$ cat src/pkg/afx_pkg.sv
// Constants shared by the FIFO pin controller and its output buffer
`default_nettype none
package afx_pkg;
  localparam int DATA_W         = 9;
  localparam int CLK_MHZ        = 25;
  localparam int SYNC_STAGES    = 2;
  // Times in ns
  localparam int T_STROBE_NS    = 80;
  localparam int T_HIGH_NS      = 80;
  localparam int T_RESET_NS     = 100;
  localparam int T_RESET_REC_NS = 100;
  // Cycle counts, least times rounded up
  localparam int STROBE_CYC     = (T_STROBE_NS * CLK_MHZ + 999) / 1000;
  localparam int HIGH_CYC       = (T_HIGH_NS * CLK_MHZ + 999) / 1000;
  localparam int RESET_CYC      = (T_RESET_NS * CLK_MHZ + 999) / 1000;
  localparam int RESET_REC_CYC  = (T_RESET_REC_NS * CLK_MHZ + 999) / 1000
                                  + SYNC_STAGES;
  // Read low covers access time plus the data synchroniser
  localparam int READ_LOW_CYC   = STROBE_CYC + SYNC_STAGES;
  // Flags need their settle time plus the synchroniser
  localparam int SETTLE_CYC     = HIGH_CYC + SYNC_STAGES;
  localparam int CNT_W          = 4;
  // Reset values of the pin drivers
  localparam logic RST_STROBE_N = 1'b1;
  localparam logic RST_DEV_RST_N = 1'b0;
  localparam logic RST_RETX_N   = 1'b1;
  localparam logic [1:0] BUF_DEPTH = 2'h2;

  typedef enum logic [5:0] {
    ST_RST  = 6'h01,
    ST_REC  = 6'h02,
    ST_IDLE = 6'h04,
    ST_WR   = 6'h08,
    ST_RD   = 6'h10,
    ST_RTX  = 6'h20
  } afx_state_e;
endpackage : afx_pkg
`default_nettype wire

$ cat src/rtl/afx_buf2.sv
// Two-entry buffer with valid/ready on both sides
`default_nettype none
module afx_buf2
  import afx_pkg::*;
#(
  parameter int W = DATA_W
)(
  input  wire logic         clk_sys_in,
  input  wire logic         rst_n_in,
  input  wire logic         in_valid_in,
  input  wire logic [W-1:0] in_data_in,
  output logic              in_ready_out,
  output logic              out_valid_out,
  output logic [W-1:0]      out_data_out,
  input  wire logic         out_ready_in
);
  logic [W-1:0] slot0_reg;
  logic [W-1:0] slot0_next;
  logic [W-1:0] slot1_reg;
  logic [W-1:0] slot1_next;
  logic [1:0]   count_reg;
  logic [1:0]   count_next;
  logic         push;
  logic         pop;

  assign in_ready_out  = (count_reg != BUF_DEPTH);
  assign out_valid_out = (count_reg != 2'h0);
  assign out_data_out  = slot0_reg;
  assign push          = in_valid_in && in_ready_out;
  assign pop           = out_valid_out && out_ready_in;

  always_comb
  begin
    slot0_next = slot0_reg;
    slot1_next = slot1_reg;
    count_next = count_reg;
    if (pop)
    begin
      slot0_next = slot1_reg;
    end
    if (push)
    begin
      if (count_reg == 2'h0 || (count_reg == 2'h1 && pop))
        slot0_next = in_data_in;
      else if (pop)
        slot1_next = in_data_in;
      else
        slot1_next = in_data_in;
    end
    if (push && !pop)
      count_next = count_reg + 2'h1;
    else if (pop && !push)
      count_next = count_reg - 2'h1;
  end

  always_ff @(posedge clk_sys_in or negedge rst_n_in)
  begin
    if (!rst_n_in)
    begin
      slot0_reg <= '0;
      slot1_reg <= '0;
      count_reg <= 2'h0;
    end
    else
    begin
      slot0_reg <= slot0_next;
      slot1_reg <= slot1_next;
      count_reg <= count_next;
    end
  end
endmodule : afx_buf2
`default_nettype wire

$ cat src/rtl/afx_host.sv
// Controller that drives an asynchronous FIFO through its pins
`default_nettype none
module afx_host
  import afx_pkg::*;
#(
  parameter int NUM_DEV = 1
)(
  input  wire logic               clk_sys_in,
  input  wire logic               rst_n_in,
  input  wire logic               depth_mode_in,
  input  wire logic               wr_valid_in,
  input  wire logic [DATA_W-1:0]  wr_data_in,
  output logic                    wr_ready_out,
  input  wire logic               rd_enable_in,
  output logic                    rd_valid_out,
  output logic [DATA_W-1:0]       rd_data_out,
  input  wire logic               rd_ready_in,
  input  wire logic               reset_req_in,
  input  wire logic               retx_req_in,
  output logic                    busy_out,
  output logic                    full_out,
  output logic                    empty_out,
  output logic                    half_full_out,
  output logic                    write_n_out,
  output logic                    read_n_out,
  output logic                    reset_n_out,
  output logic [DATA_W-1:0]       data_in_out,
  output logic [NUM_DEV-1:0]      load_retx_n_out,
  output logic                    expansion_in_n_out,
  output logic                    expansion_in_oe_n_out,
  input  wire logic [DATA_W-1:0]  data_out_in,
  input  wire logic [NUM_DEV-1:0] full_flag_n_in,
  input  wire logic [NUM_DEV-1:0] empty_flag_n_in,
  input  wire logic               half_full_n_in
);
  logic [NUM_DEV-1:0] full_s1_reg;
  logic [NUM_DEV-1:0] full_s2_reg;
  logic [NUM_DEV-1:0] empty_s1_reg;
  logic [NUM_DEV-1:0] empty_s2_reg;
  logic               hf_s1_reg;
  logic               hf_s2_reg;
  logic [DATA_W-1:0]  dout_s1_reg;
  logic [DATA_W-1:0]  dout_s2_reg;

  afx_state_e         state_reg;
  afx_state_e         state_next;
  logic [CNT_W-1:0]   cnt_reg;
  logic [CNT_W-1:0]   cnt_next;
  logic               pref_rd_reg;
  logic               pref_rd_next;
  logic [DATA_W-1:0]  wdata_reg;
  logic [DATA_W-1:0]  wdata_next;
  logic               write_n_reg;
  logic               write_n_next;
  logic               read_n_reg;
  logic               read_n_next;
  logic               dev_rst_n_reg;
  logic               dev_rst_n_next;
  logic               retx_n_reg;
  logic               retx_n_next;

  logic               full_ok;
  logic               data_ok;
  logic               rd_possible;
  logic               start_wr;
  logic               start_rd;
  logic               buf_in_valid;
  logic               buf_in_ready;

  // Pins come from the device's own timing, so two stages each
  always_ff @(posedge clk_sys_in or negedge rst_n_in)
  begin
    if (!rst_n_in)
    begin
      full_s1_reg  <= '0;
      full_s2_reg  <= '0;
      empty_s1_reg <= '0;
      empty_s2_reg <= '0;
      hf_s1_reg    <= 1'b1;
      hf_s2_reg    <= 1'b1;
      dout_s1_reg  <= '0;
      dout_s2_reg  <= '0;
    end
    else
    begin
      full_s1_reg  <= full_flag_n_in;
      full_s2_reg  <= full_s1_reg;
      empty_s1_reg <= empty_flag_n_in;
      empty_s2_reg <= empty_s1_reg;
      hf_s1_reg    <= half_full_n_in;
      hf_s2_reg    <= hf_s1_reg;
      dout_s1_reg  <= data_out_in;
      dout_s2_reg  <= dout_s1_reg;
    end
  end

  assign full_ok = depth_mode_in ? (|full_s2_reg) : full_s2_reg[0];
  assign data_ok = depth_mode_in ? (|empty_s2_reg) : empty_s2_reg[0];

  assign rd_possible = rd_enable_in && data_ok && buf_in_ready;
  assign start_wr = wr_valid_in && full_ok && !(rd_possible && pref_rd_reg)
                    && !reset_req_in && !retx_req_in;
  assign start_rd = rd_possible && !start_wr && !reset_req_in
                    && !retx_req_in;
  assign wr_ready_out = (state_reg == ST_IDLE) && start_wr;

  always_comb
  begin
    state_next   = state_reg;
    cnt_next     = (cnt_reg != '0) ? cnt_reg - 1'b1 : cnt_reg;
    pref_rd_next = pref_rd_reg;
    wdata_next   = wdata_reg;
    case (state_reg)
      ST_RST:
        if (cnt_reg == '0)
        begin
          state_next = ST_REC;
          cnt_next   = CNT_W'(RESET_REC_CYC - 1);
        end
      ST_REC:
        if (cnt_reg == '0)
          state_next = ST_IDLE;
      ST_IDLE:
        if (reset_req_in)
        begin
          state_next = ST_RST;
          cnt_next   = CNT_W'(RESET_CYC - 1);
        end
        else if (retx_req_in && !depth_mode_in)
        begin
          state_next = ST_RTX;
          cnt_next   = CNT_W'(STROBE_CYC - 1);
        end
        else if (start_wr)
        begin
          state_next   = ST_WR;
          cnt_next     = CNT_W'(STROBE_CYC - 1);
          wdata_next   = wr_data_in;
          pref_rd_next = 1'b1;
        end
        else if (start_rd)
        begin
          state_next   = ST_RD;
          cnt_next     = CNT_W'(READ_LOW_CYC - 1);
          pref_rd_next = 1'b0;
        end
      ST_WR, ST_RD, ST_RTX:
        // Wait out flag settle before the next decision
        if (cnt_reg == '0)
        begin
          state_next = ST_REC;
          cnt_next   = CNT_W'(SETTLE_CYC - 1);
        end
      default:
      begin
        state_next = ST_RST;
        cnt_next   = CNT_W'(RESET_CYC - 1);
      end
    endcase
    write_n_next   = (state_next != ST_WR);
    read_n_next    = (state_next != ST_RD);
    dev_rst_n_next = (state_next != ST_RST);
    retx_n_next    = (state_next != ST_RTX);
  end

  always_ff @(posedge clk_sys_in or negedge rst_n_in)
  begin
    if (!rst_n_in)
    begin
      state_reg     <= ST_RST;
      cnt_reg       <= CNT_W'(RESET_CYC - 1);
      pref_rd_reg   <= 1'b0;
      wdata_reg     <= '0;
      write_n_reg   <= RST_STROBE_N;
      read_n_reg    <= RST_STROBE_N;
      dev_rst_n_reg <= RST_DEV_RST_N;
      retx_n_reg    <= RST_RETX_N;
    end
    else
    begin
      state_reg     <= state_next;
      cnt_reg       <= cnt_next;
      pref_rd_reg   <= pref_rd_next;
      wdata_reg     <= wdata_next;
      write_n_reg   <= write_n_next;
      read_n_reg    <= read_n_next;
      dev_rst_n_reg <= dev_rst_n_next;
      retx_n_reg    <= retx_n_next;
    end
  end

  assign write_n_out = write_n_reg;
  assign read_n_out  = read_n_reg;
  assign reset_n_out = dev_rst_n_reg;
  assign data_in_out = wdata_reg;
  assign busy_out    = (state_reg != ST_IDLE);
  assign full_out    = !full_ok;
  assign empty_out   = !data_ok;
  assign half_full_out = !depth_mode_in && !hf_s2_reg;

  assign expansion_in_n_out    = 1'b0;
  assign expansion_in_oe_n_out = depth_mode_in;

  genvar gi;
  generate
    for (gi = 0; gi < NUM_DEV; gi++)
    begin : g_load
      assign load_retx_n_out[gi] = depth_mode_in ? (gi != 0) : retx_n_reg;
    end
  endgenerate

  // Last read-low cycle: synchronised data already settled
  assign buf_in_valid = (state_reg == ST_RD) && (cnt_reg == '0);

  afx_buf2 #(
    .W (DATA_W)
  ) u_buf (
    .clk_sys_in    (clk_sys_in),
    .rst_n_in      (rst_n_in),
    .in_valid_in   (buf_in_valid),
    .in_data_in    (dout_s2_reg),
    .in_ready_out  (buf_in_ready),
    .out_valid_out (rd_valid_out),
    .out_data_out  (rd_data_out),
    .out_ready_in  (rd_ready_in)
  );

  property p_wr_when_room;
    @(posedge clk_sys_in) disable iff (!rst_n_in)
      $fell(write_n_out) |-> $past(full_ok);
  endproperty
  a_wr_when_room: assert property (p_wr_when_room)
    else $error("write strobe while full");

  property p_rd_when_data;
    @(posedge clk_sys_in) disable iff (!rst_n_in)
      $fell(read_n_out) |-> $past(data_ok) && $past(buf_in_ready);
  endproperty
  a_rd_when_data: assert property (p_rd_when_data)
    else $error("read strobe while empty or buffer full");

  property p_retx_quiet;
    @(posedge clk_sys_in) disable iff (!rst_n_in)
      !retx_n_reg |-> write_n_out && read_n_out && !depth_mode_in;
  endproperty
  a_retx_quiet: assert property (p_retx_quiet)
    else $error("strobe low during retransmit");

  property p_reset_quiet;
    @(posedge clk_sys_in) disable iff (!rst_n_in)
      $rose(reset_n_out) |-> (write_n_out && read_n_out) [*5];
  endproperty
  a_reset_quiet: assert property (p_reset_quiet)
    else $error("strobe moved near reset release");

  property p_reset_width;
    @(posedge clk_sys_in) disable iff (!rst_n_in)
      $fell(reset_n_out) |-> !reset_n_out [*3];
  endproperty
  a_reset_width: assert property (p_reset_width)
    else $error("device reset too short");

  property p_single_tie;
    @(posedge clk_sys_in) disable iff (!rst_n_in)
      !depth_mode_in |-> !expansion_in_oe_n_out && !expansion_in_n_out;
  endproperty
  a_single_tie: assert property (p_single_tie)
    else $error("expansion input not tied low");

  property p_chain_release;
    @(posedge clk_sys_in) disable iff (!rst_n_in)
      depth_mode_in |-> expansion_in_oe_n_out;
  endproperty
  a_chain_release: assert property (p_chain_release)
    else $error("expansion input driven in chain");

  property p_first_load;
    @(posedge clk_sys_in) disable iff (!rst_n_in)
      depth_mode_in |-> $countones(~load_retx_n_out) == 1
                        && !load_retx_n_out[0];
  endproperty
  a_first_load: assert property (p_first_load)
    else $error("first-load not unique");

  property p_common_ctl;
    @(posedge clk_sys_in) disable iff (!rst_n_in)
      !depth_mode_in |-> (&load_retx_n_out) || !(|load_retx_n_out);
  endproperty
  a_common_ctl: assert property (p_common_ctl)
    else $error("width controls differ");

  property p_strobe_width;
    @(posedge clk_sys_in) disable iff (!rst_n_in)
      $fell(write_n_out) |-> !write_n_out [*2] ##1 write_n_out [*4];
  endproperty
  a_strobe_width: assert property (p_strobe_width)
    else $error("write strobe timing wrong");

  // Composite is empty only when every device reports empty
  property p_composite;
    @(posedge clk_sys_in) disable iff (!rst_n_in)
      depth_mode_in && (|empty_s2_reg) |-> !empty_out;
  endproperty
  a_composite: assert property (p_composite)
    else $error("composite empty wrong");
endmodule : afx_host
`default_nettype wire

$ cat config.mk
export PLATFORM = sky130hd
export DESIGN_NAME = afx_host
export DESIGN_NICKNAME = d
export VERILOG_FILES = /design/src/pkg/afx_pkg.sv /design/src/rtl/afx_buf2.sv /design/src/rtl/afx_host.sv
export SDC_FILE = /design/constraint.sdc
export NUM_CORES = 1
export LEC_CHECK = 0
export ABC_CLOCK_PERIOD_IN_PS = 4100
export BUFFER_PORTS_ARGS = -buffer_cell sky130_fd_sc_hd__buf_4
export CELL_PAD_IN_SITES_DETAIL_PLACEMENT = 1
export CELL_PAD_IN_SITES_GLOBAL_PLACEMENT = 1
export CORE_MARGIN = 3
export CORE_UTILIZATION = 46
export DETAILED_ROUTE_END_ITERATION = 7
export PLACE_DENSITY = 0.93
export SYNTH_ARGS = -nofsm -noshare
export SYNTH_HDL_FRONTEND = slang
export SYNTH_SLANG_ARGS = --single-unit
$ cat constraint.sdc
create_clock -name clk_sys_in -period 4.1 [get_ports clk_sys_in]
set_input_delay 0.615 -clock clk_sys_in [delete_from_list [all_inputs] [get_ports clk_sys_in]]
set_output_delay 0.615 -clock clk_sys_in [all_outputs]
set_load 0.01 [all_outputs]
==> results of run 1 <==
==> power groups by stage <==
stage / Combinational, mW / Sequential [mW] / Clock, mW
3_3_place_gp: 0.425 / 0.807 / 0
4_1_cts: 0.477 / 0.806 / 0.627
6_report: 0.474 / 0.806 / 0.612
2_1_floorplan: 0.322 / 0.784 / 0
3_5_place_dp: 0.463 / 0.812 / 0
5_1_grt: 0.532 / 0.817 / 0.659
==> final cells by class <==
cell class                 instances  area, um2
tap                               72       90.1
sequential                        68       1710
clock inverter                     4       73.8
multi-input combinational        137       1020
clock buffer                      12        145
timing repair buffer              58        435
inverter                          10       37.5
fill                             596       2230
==> synth_stat cells (all sizes together) (2+ instances only) <==
master and instances:
nand2b 3, xnor2 2, o211ai 2, a22o 2
nor3b 2, buf 6, a22oi 2, o21ai 5
dfstp 7, nor2 16, mux2 18, ha 7
a21oi 14, or3 3, mux2i 9, nor2b 5
dfrtp 61, and2 2, inv 10, nor3 6
clkbuf 4, a2111oi 2, nand4 2, xor2 2
nand2 6, nand3 6
==> path summary, 6_finish.rpt <==
path                            cells past startpoint           start             end  slack (ns)
worst max-delay path                                4    state_reg[1]  data_in_out[8]        1.50
min in group asynchronous                           1        rst_n_in  dout_s1_reg[8]        0.37
max in group asynchronous                           1        rst_n_in    state_reg[1]        3.19
worst min-delay path                                0  dout_s1_reg[1]  dout_s2_reg[1]        0.35
worst max register to register                      4    state_reg[1]  data_in_out[8]        1.50
worst min register to register                      0  dout_s1_reg[1]  dout_s2_reg[1]        0.35
==> per-stage QoR <==
stage / setup WS (ns) / hold WS, ns / cell area [um2]
6_report: 1.50 / 0.345 / 3510
5_1_grt: 1.19 / 0.342 / 3510
4_1_cts: 1.45 / 0.348 / 3510
3_5_place_dp: 1.32 / 0.336 / 3290
3_3_place_gp: 1.51 / 0.332 / 3290
2_1_floorplan: 2.00 / 0.319 / 2840
==> critical path, cell delays in order, from the launching register on <==
cell and delay [ns]:
dfrtp_1 0.52, nor4b_1 0.52, nand3_1 0.18, a21oi_1 0.84, mux2_2 0.43
==> cells by family (layout without fill, tap and decap cells) <==
| logic type | count (synthesis) | in the layout | share of synthesized area (%) |
|---|---|---|---|
| DFF | 68 | 68 | 60.2 |
| and+or+nand+nor | 58 | 58 | 11.3 |
| AOI/OAI and AO/OA | 40 | 40 | 9.86 |
| muxes | 27 | 27 | 10.3 |
| buffers and inverters | 20 | 84 | 3.87 |
| adders and majority gates | 7 | 7 | 3.08 |
| xor gates and xnor gates | 4 | 4 | 1.23 |
| other | 1 | 1 | 0.132 |
==> routing by layer <==
metal  GRT usage [%]  up-vias  wire, um
li1                -      917         -
met1            25.6     1051      2710
met2            39.0       56      3970
met3            3.63       12       290
met4            10.5        0       158
met5               0        -         0
==> layout by cell type (no fill, tap or decap), types with 3 or more instances in the layout <==
master,n
dfstp_2,7
nor2_1,15
mux2i_1,9
nand2_1,6
inv_1,10
o21ai_0,5
nor3_1,6
nor2b_1,5
mux2_2,18
a21oi_1,13
nand3_1,6
or3_1,3
clkbuf_8,10
dfrtp_1,61
nand2b_1,3
ha_1,7
buf_4,58
==> flow_metrics.tcl, run 1 <==
set metrics [dict create \
    cts_tree "done" \
    fin_cells 361 \
    hold_viol 0 \
    cts_root_buffer "clkbuf_8" \
    p_int_mw 1.30 \
    setup_violations 0 \
    antenna_left 0 \
    hold_path.class "flop to flop" \
    yosysUniqueCellTypes 54 \
    die-area_um2 7160 \
    num_io_pins 59 \
    synth.top_cell.area_share_pct 53.7 \
    place_congestion 0.843 \
    synth_edf_count 0 \
    power_per_cell_area_nw_per_um2 538 \
    synthCells 225 \
    switching_share_pct 31.2 \
    p_clk_share_pct 32.3 \
    grt_setup_unrepaired "no" \
    grt_pass1_wl_um 12000 \
    routed_wl_um 7130 \
    p_sw_mw 0.590 \
    drive_gt1_share_pct 36.0 \
    netlist_area_um2 2840 \
    synth_area_per_cell_um2 12.6 \
    drc 0 \
    num_rows 27 \
    antenna_found_initial 0 \
    first_iter_violations 101 \
    hpwl_um 4840 \
    p_seq_share_pct 42.6 \
    drtPass1Iterations 4 \
    post_drt_wl_per_cell_um 19.7 \
    htree_levels 3 \
    postLayoutCoreUtil_pct 61.2 \
    endpoint_kind "flop" \
    status "finished, final reports clean" \
    worst_slew_pin_slew_ns 1.05 \
    grt_overflow 0 \
    syn_nets 261 \
    path_clk_slew_ns 0.07 \
    clock_path_buffers 2 \
    dieWidth_um 84.6 \
    cts_setup_buffers 0 \
    ys_ff_latch 68 \
    critPathArrivalTime_ns 2.83 \
    relSlewSlack_pct 29.7 \
    fin_skew_ns 0.00919 \
    yosysWarnings 0 \
    grt_pass1_vias 2255 \
    yosys.area.top_type "dfrtp_1" \
    critical_path.max_fanout 12 \
    fin_crit_ns 2.60 \
    min_period_over_period_pct 63.3 \
    p_leak_nw 1.73 \
    ir_worst_vdd_uv 278 \
    num_antenna_cells 0 \
    clkSinkCount 68 \
    synth_area_leaders "dfrtp_1, mux2_2, dfstp_2" \
    die_h_um 84.6 \
    dp_cells 345 \
    synth.yosys.seq_area_share_pct 60.2 \
    start_util_pct 49.5 \
    fin_nets 320 \
    grt_max_degree 69 \
    criticalPathCategory "flop to flop" \
    combinationalPowerShare_pct 25.0 \
    cts_buffers 9 \
    place.port_buffers 57 \
    clk-insertion-delay-late_ns 0.35 \
    core-area_um2 5740 \
    postCtsResizedCells 0 \
    finalSetupTns_ns 0 \
    crit_path_start_kind "flop" \
    ys.flop_type "dfrtp_1" \
    syn_to_final_growth_pct 23.6 \
    power_mw 1.89 \
    critPathRequiredTime_ns 4.33 \
    drv_slew 0 \
    vias_per_cell 5.64 \
    num_vias 2036 \
    cts.hold.buffers_added 0 \
    fmax_mhz 385 \
    max-cap-violations 0 \
    gr-usage-all-layers_pct 21.9 \
    ys_async_sr_fraction_pct 100 \
]
Power figures use the tool's default switching activity.
==> inputs of run 2 (changes only) <==
- ABC_AREA: default -> 1
- ABC_CLOCK_PERIOD_IN_PS: 4100 -> 2600
- CORE_UTILIZATION: 46 -> 42
- PLACE_DENSITY: 0.93 -> 0.89
- clock period: 4.1 -> 2.6 ns (I/O delays scaled with it)
==> run 2 against run 1 <==
  * Global-route usage decreased by 3.9 points
  * Clock power grew 39%
  * Sequential cell count did not move
  * Area after synthesis increased by 5.7%
  * Synthesized cell count up 36%
  * Critical path depth rose by 4
  * Sequential share of layout area fell by 2.6 points
  * Critical path type is now flop to output pin
==> flow_metrics.tcl, run 2 <==
set metrics [dict create \
    relSlewSlack_pct 43.6 \
    drc 0 \
    synth.top_cell.area_share_pct 50.8 \
    fin_cells 471 \
    die_h_um 90.6 \
    synth_area_per_cell_um2 9.82 \
    path_clk_slew_ns 0.08 \
    core-area_um2 6870 \
    die-area_um2 8200 \
    vias_per_cell 4.87 \
    grt_pass1_wl_um 11800 \
    cts_buffers 9 \
    crit_path_start_kind "flop" \
    cts.hold.buffers_added 0 \
    p_int_mw 1.96 \
    synth_most_common_cell "nand2_1" \
    netlist_area_um2 3000 \
    dp_cells 455 \
    hold_path.class "primary input to asynchronous set/reset pin" \
    postCtsResizedCells 0 \
    drive_gt1_share_pct 31.5 \
    synthCells 306 \
    reg2reg_from "u_buf.count_reg[0]" \
    power_per_cell_area_nw_per_um2 809 \
    drv_slew 0 \
    ys_async_sr_fraction_pct 100 \
    crit_path_start "u_buf.count_reg[0]" \
    p_seq_share_pct 42.1 \
    grt_max_degree 69 \
    drtPass1Iterations 4 \
    endpoint_kind "output pin" \
    switching_share_pct 34.8 \
    critPathCapture "wr_ready_out" \
    synth_edf_count 0 \
    yosys.area.top_type "dfrtp_1" \
    power_mw 3.00 \
    cts_root_buffer "clkbuf_8" \
    synth_area_leaders "dfrtp_1, nand2_1, dfstp_2" \
    n_fill_cell 807 \
    critPathRequiredTime_ns 2.21 \
    r2r_slack_ns 0.64 \
    clock_path_buffers 2 \
    gr-usage-all-layers_pct 18.1 \
    syn_nets 342 \
    mostFrequentLayoutCells "nand2_1, dfrtp_1, buf_4" \
    dieWidth_um 90.6 \
    ir_worst_vdd_uv 346 \
    r2r-end "pref_rd_reg" \
    finalSetupTns_ns 0 \
    antenna_found_initial 0 \
    antenna_left 0 \
    synth_commonest_cells "nand2_1, dfrtp_1, inv_1, nor2_1" \
    cts_tree "done" \
    max-cap-violations 0 \
    clkSinkCount 68 \
    critical_path.max_fanout 10 \
    fin_crit_ns 2.30 \
    fin_nets 406 \
    cts_setup_buffers 0 \
    criticalPathCategory "flop to output pin" \
    num_io_pins 59 \
    worst_slew_pin_slew_ns 0.845 \
    reg2reg_depth 8 \
    fmax_mhz 435 \
    setup_violations 0 \
    p_leak_nw 1.95 \
    combinationalPowerShare_pct 29.5 \
    hpwl_um 5060 \
    ys.flop_type "dfrtp_1" \
    grt_pass1_vias 2472 \
    multiInputGateArea_um2 1100 \
    final_common_cell "nand2_1" \
    pre_cts_ws_ns 0.675 \
    postLayoutCoreUtil_pct 54.0 \
    yosysUniqueCellTypes 31 \
    fin_skew_ns 0.00911 \
    placedInstanceArea_um2 3520 \
    num_vias 2295 \
    design_area_um2 3710 \
    htree_levels 3 \
    min_period_over_period_pct 88.4 \
    num_rows 30 \
    clk-insertion-delay-late_ns 0.34 \
    critPathArrivalTime_ns 1.91 \
    regArea_um2 1710 \
    status "finished, final reports clean" \
    syn_to_final_growth_pct 23.5 \
    p_sw_mw 1.04 \
    place_congestion 0.894 \
    grt_setup_unrepaired "no" \
    fin_ws_ns 0.301 \
    ys_ff_latch 68 \
    first_iter_violations 79 \
    grt_overflow 0 \
    p_clk_share_pct 28.4 \
    synth.yosys.seq_area_share_pct 56.9 \
    timing.hold.ws_ns 0.142 \
    hold_viol 0 \
    start_util_pct 43.7 \
    post_drt_wl_per_cell_um 14.6 \
    yosysWarnings 0 \
    place.port_buffers 57 \
    num_antenna_cells 0 \
    routed_wl_um 6850 \
]
[run 2: cell types whose count changed after synthesis, moves of 4 or more]
cell	before	now
o21ai_2	0	18
inv_1	10	38
nand3_1	6	18
a21oi_1	13	6
mux2_2	18	9
nand2_1	6	80
clkbuf_1	4	0
nor2_1	15	22
nor2b_1	5	0
mux2i_1	9	0
[run 2: worst min path at each step]
stage / from / end / slack, ns
final: rst_n_in / dout_s2_reg[2] / 0.14
after global routing: data_out_in[7] / dout_s1_reg[7] / 0.13
after CTS: data_out_in[4] / dout_s1_reg[4] / 0.13
after detailed placement: dout_s1_reg[7] / dout_s2_reg[7] / 0.34
after global placement: dout_s1_reg[2] / dout_s2_reg[2] / 0.33
after floorplan: rst_n_in / cnt_reg[0] / 0.09
[run 2: worst max-delay path, cell delays in order (launching register included)]
cell and delay, ns:
dfrtp_1 0.39, inv_1 0.08, ha_1 0.27, nor2_1 0.18, nand2_1 0.10, nand2_1 0.18
nor2_2 0.05, buf_4 0.17, buf_4 0.15
[run 2: routing by layer]
metal	GRT usage [%]	routed length (um)
met4	9.06	177
met3	3.50	277
met1	22.6	2990
met2	29.8	3410
met5	0	0
[run 2: kinds of logic (layout without fill, tap and decap cells)]
logic type                 count (synthesis)  count (layout)  share of synthesized area (%)
buffers and inverters                     44             113                           6.29
muxes                                      9               9                           3.37
xor gates and xnor gates                   2               2                          0.583
other                                      1               1                          0.125
AOI/OAI and AO/OA                         34              34                           8.08
adders and majority gates                  7               7                           2.92
DFF                                       68              68                           56.9
and+or+nand+nor                          141             141                           21.7
[run 2: final cells by class]
cell class / instances / share of cell area (%)
sequential: 68 / 46.1
inverter: 39 / 3.95
tap: 96 / 3.24
multi-input combinational: 194 / 29.8
clock inverter: 6 / 1.75
clock buffer: 10 / 3.44
timing repair buffer: 58 / 11.7
[run 2: power by group through the flow]
stage / Sequential (mW) / Clock (mW) / Combinational [mW]
final: 1.26 / 0.851 / 0.887
after global routing: 1.28 / 0.923 / 1.02
after CTS: 1.27 / 0.878 / 0.902
after detailed placement: 1.28 / 0 / 0.889
after global placement: 1.28 / 0 / 0.849
after floorplan: 1.28 / 0 / 0.586
==> inputs of run 3 (changes only) <==
- ABC_CLOCK_PERIOD_IN_PS: 2600 -> 2700
- CORE_UTILIZATION: 42 -> 45
- PLACE_DENSITY: 0.89 -> 0.94
- clock period: 2.6 -> 2.7 ns (I/O delays scaled with it)
==> run 3 against run 2 <==
  * Combinational power is 0.8% higher
  * Via count grew 2.0%
  * Non-clock buffer count fell by 1
  * Routed wire length rose by 9.2%
  * Power fell by 0.33%
  * Cell count fell by 4.2%
  * Sequential share of layout area increased by 0.17 points
  * Largest power group unchanged
  * Largest cell class unchanged
  * Sequential power fell by 3%
  * Global-route usage increased by 3.3 points
  * Critical path depth shrank 1
  * Die area shrank 6.2%
  * Clock skew hardly changed
==> flow_metrics.tcl, run 3 (synthesis results as in run 2) <==
set metrics [dict create \
    relSlewSlack_pct 44.2 \
    drtPass1Iterations 4 \
    n_fill_cell 732 \
    hold_path.class "primary input to asynchronous set/reset pin" \
    num_vias 2342 \
    num_io_pins 59 \
    start_util_pct 46.8 \
    max_stage_delay_ns 0.42 \
    die-area_um2 7690 \
    reg2reg_depth 7 \
    first_iter_violations 80 \
    antenna_found_initial 0 \
    drv_slew 0 \
    min_period_over_period_pct 90.2 \
    dieWidth_um 87.7 \
    grt_pass1_wl_um 12400 \
    critPathMostFrequentCell "nand2_1" \
    cts_root_buffer "clkbuf_8" \
    fin_ws_ns 0.266 \
    clkSinkCount 68 \
    setup_violations 0 \
    hpwl_um 4970 \
    max-cap-violations 0 \
    grt_max_degree 69 \
    drc 0 \
    critPathRequiredTime_ns 2.30 \
    core-area_um2 6420 \
    postCtsResizedCells 0 \
    path_cells "inv_1 > ha_1 > nor2_1 > nand2_1 > nand2_1 > nor2_2 > buf_4" \
    die_h_um 87.7 \
    syn_to_final_growth_pct 23.0 \
    endpoint_kind "output pin" \
    crit_path_start_kind "flop" \
    antenna_left 0 \
    p_leak_nw 1.95 \
    dp_cells 435 \
    path_clk_slew_ns 0.08 \
    status "finished, final reports clean" \
    fin_cells 451 \
    power_mw 2.99 \
    r2r_slack_ns 0.67 \
    mostFrequentLayoutCells "nand2_1, dfrtp_1, buf_4" \
    cts.hold.buffers_added 0 \
    fin_nets 405 \
    clock_path_buffers 2 \
    critical_path.max_fanout 10 \
    grt_setup_unrepaired "no" \
    cts_setup_buffers 0 \
    ir_worst_vdd_uv 546 \
    critPathArrivalTime_ns 2.03 \
    r2r-end "u_buf.count_reg[1]" \
    hold_viol 0 \
    pre_cts_ws_ns 0.674 \
    criticalPathCategory "flop to output pin" \
    htree_levels 3 \
    routed_wl_um 7480 \
    place.port_buffers 57 \
    num_antenna_cells 0 \
    timing.hold.ws_ns 0.149 \
    num_rows 29 \
    drive_gt1_share_pct 31.6 \
    finalSetupTns_ns 0 \
    grt.met3_usage_pct 6.02 \
    grt-busiest-layer "met2" \
    fin_skew_ns 0.00910 \
    met1_usage_pct 23.8 \
    cts_buffers 9 \
    place_congestion 0.886 \
    gr-usage-all-layers_pct 21.4 \
    vias_per_cell 5.19 \
    critical_path.slowest_cell "dfrtp_1" \
    met2_usage_pct 37.8 \
    fin_crit_ns 2.43 \
    clk-insertion-delay-late_ns 0.35 \
    final_common_cell "nand2_1" \
    post_drt_wl_per_cell_um 16.6 \
    worst_slew_pin_slew_ns 0.837 \
    grt_pass1_vias 2602 \
    power_per_cell_area_nw_per_um2 810 \
    fmax_mhz 411 \
    reg2reg_from "u_buf.count_reg[0]" \
    cts_tree "done" \
    grt_overflow 0 \
]
[run 3: cell count changes in the layout (fill, tap and decap cells not counted), sizes merged]
cell / delta
clkinv: -3
buf: -1
clkbuf: +1
clkinvlp: +1
inv: +1
[run 3: where the power goes]
group	internal (mW)	switching, mW
Clock	0.478	0.400
Sequential	1.14	0.0770
Combinational	0.318	0.576
[run 3: layer usage]
| layer | routed length (um) | up-vias |
|---|---|---|
| li1 | - | 1094 |
| met1 | 2960 | 1168 |
| met2 | 3970 | 61 |
| met3 | 360 | 19 |
| met4 | 197 | 0 |
| met5 | 0 | - |
[run 3: final cells by class]
| cell class | instances | area [um2] | area share (%) |
|---|---|---|---|
| clock buffers | 11 | 151 | 4.10 |
| clock inverters | 5 | 58.8 | 1.59 |
| inverters | 39 | 146 | 3.96 |
| multi-input cells | 194 | 1100 | 29.9 |
| flip-flops and latches | 68 | 1710 | 46.3 |
| well taps | 77 | 96.3 | 2.61 |
| repair buffers | 57 | 428 | 11.6 |
[run 3: worst max path at each step]
stage | start | to | slack [ns] | cells after the start
2_1_floorplan | u_buf.count_reg[0] | wr_ready_out | 1.03 | 6
3_3_place_gp | u_buf.count_reg[0] | wr_ready_out | 0.75 | 7
3_5_place_dp | u_buf.count_reg[0] | wr_ready_out | 0.67 | 7
4_1_cts | u_buf.count_reg[0] | wr_ready_out | 0.25 | 7
5_1_grt | u_buf.count_reg[0] | wr_ready_out | 0.13 | 7
6_report | u_buf.count_reg[0] | wr_ready_out | 0.27 | 7
[run 3: through the flow]
stage / instance area [um2] / utilization, %
global route: 3700 / 57.5
detailed placement: 3490 / 54.3
CTS: 3700 / 57.5
global placement: 3490 / 54.3
finish: 3700 / 57.5
floorplan: 3000 / -
[run 3: worst max-delay path: cells and delay by family, from the launching register on]
family | cells | cell delay (ns)
simple gates | 4 | 0.69
flops | 1 | 0.42
buf+inv | 2 | 0.30
fa+ha+maj | 1 | 0.27
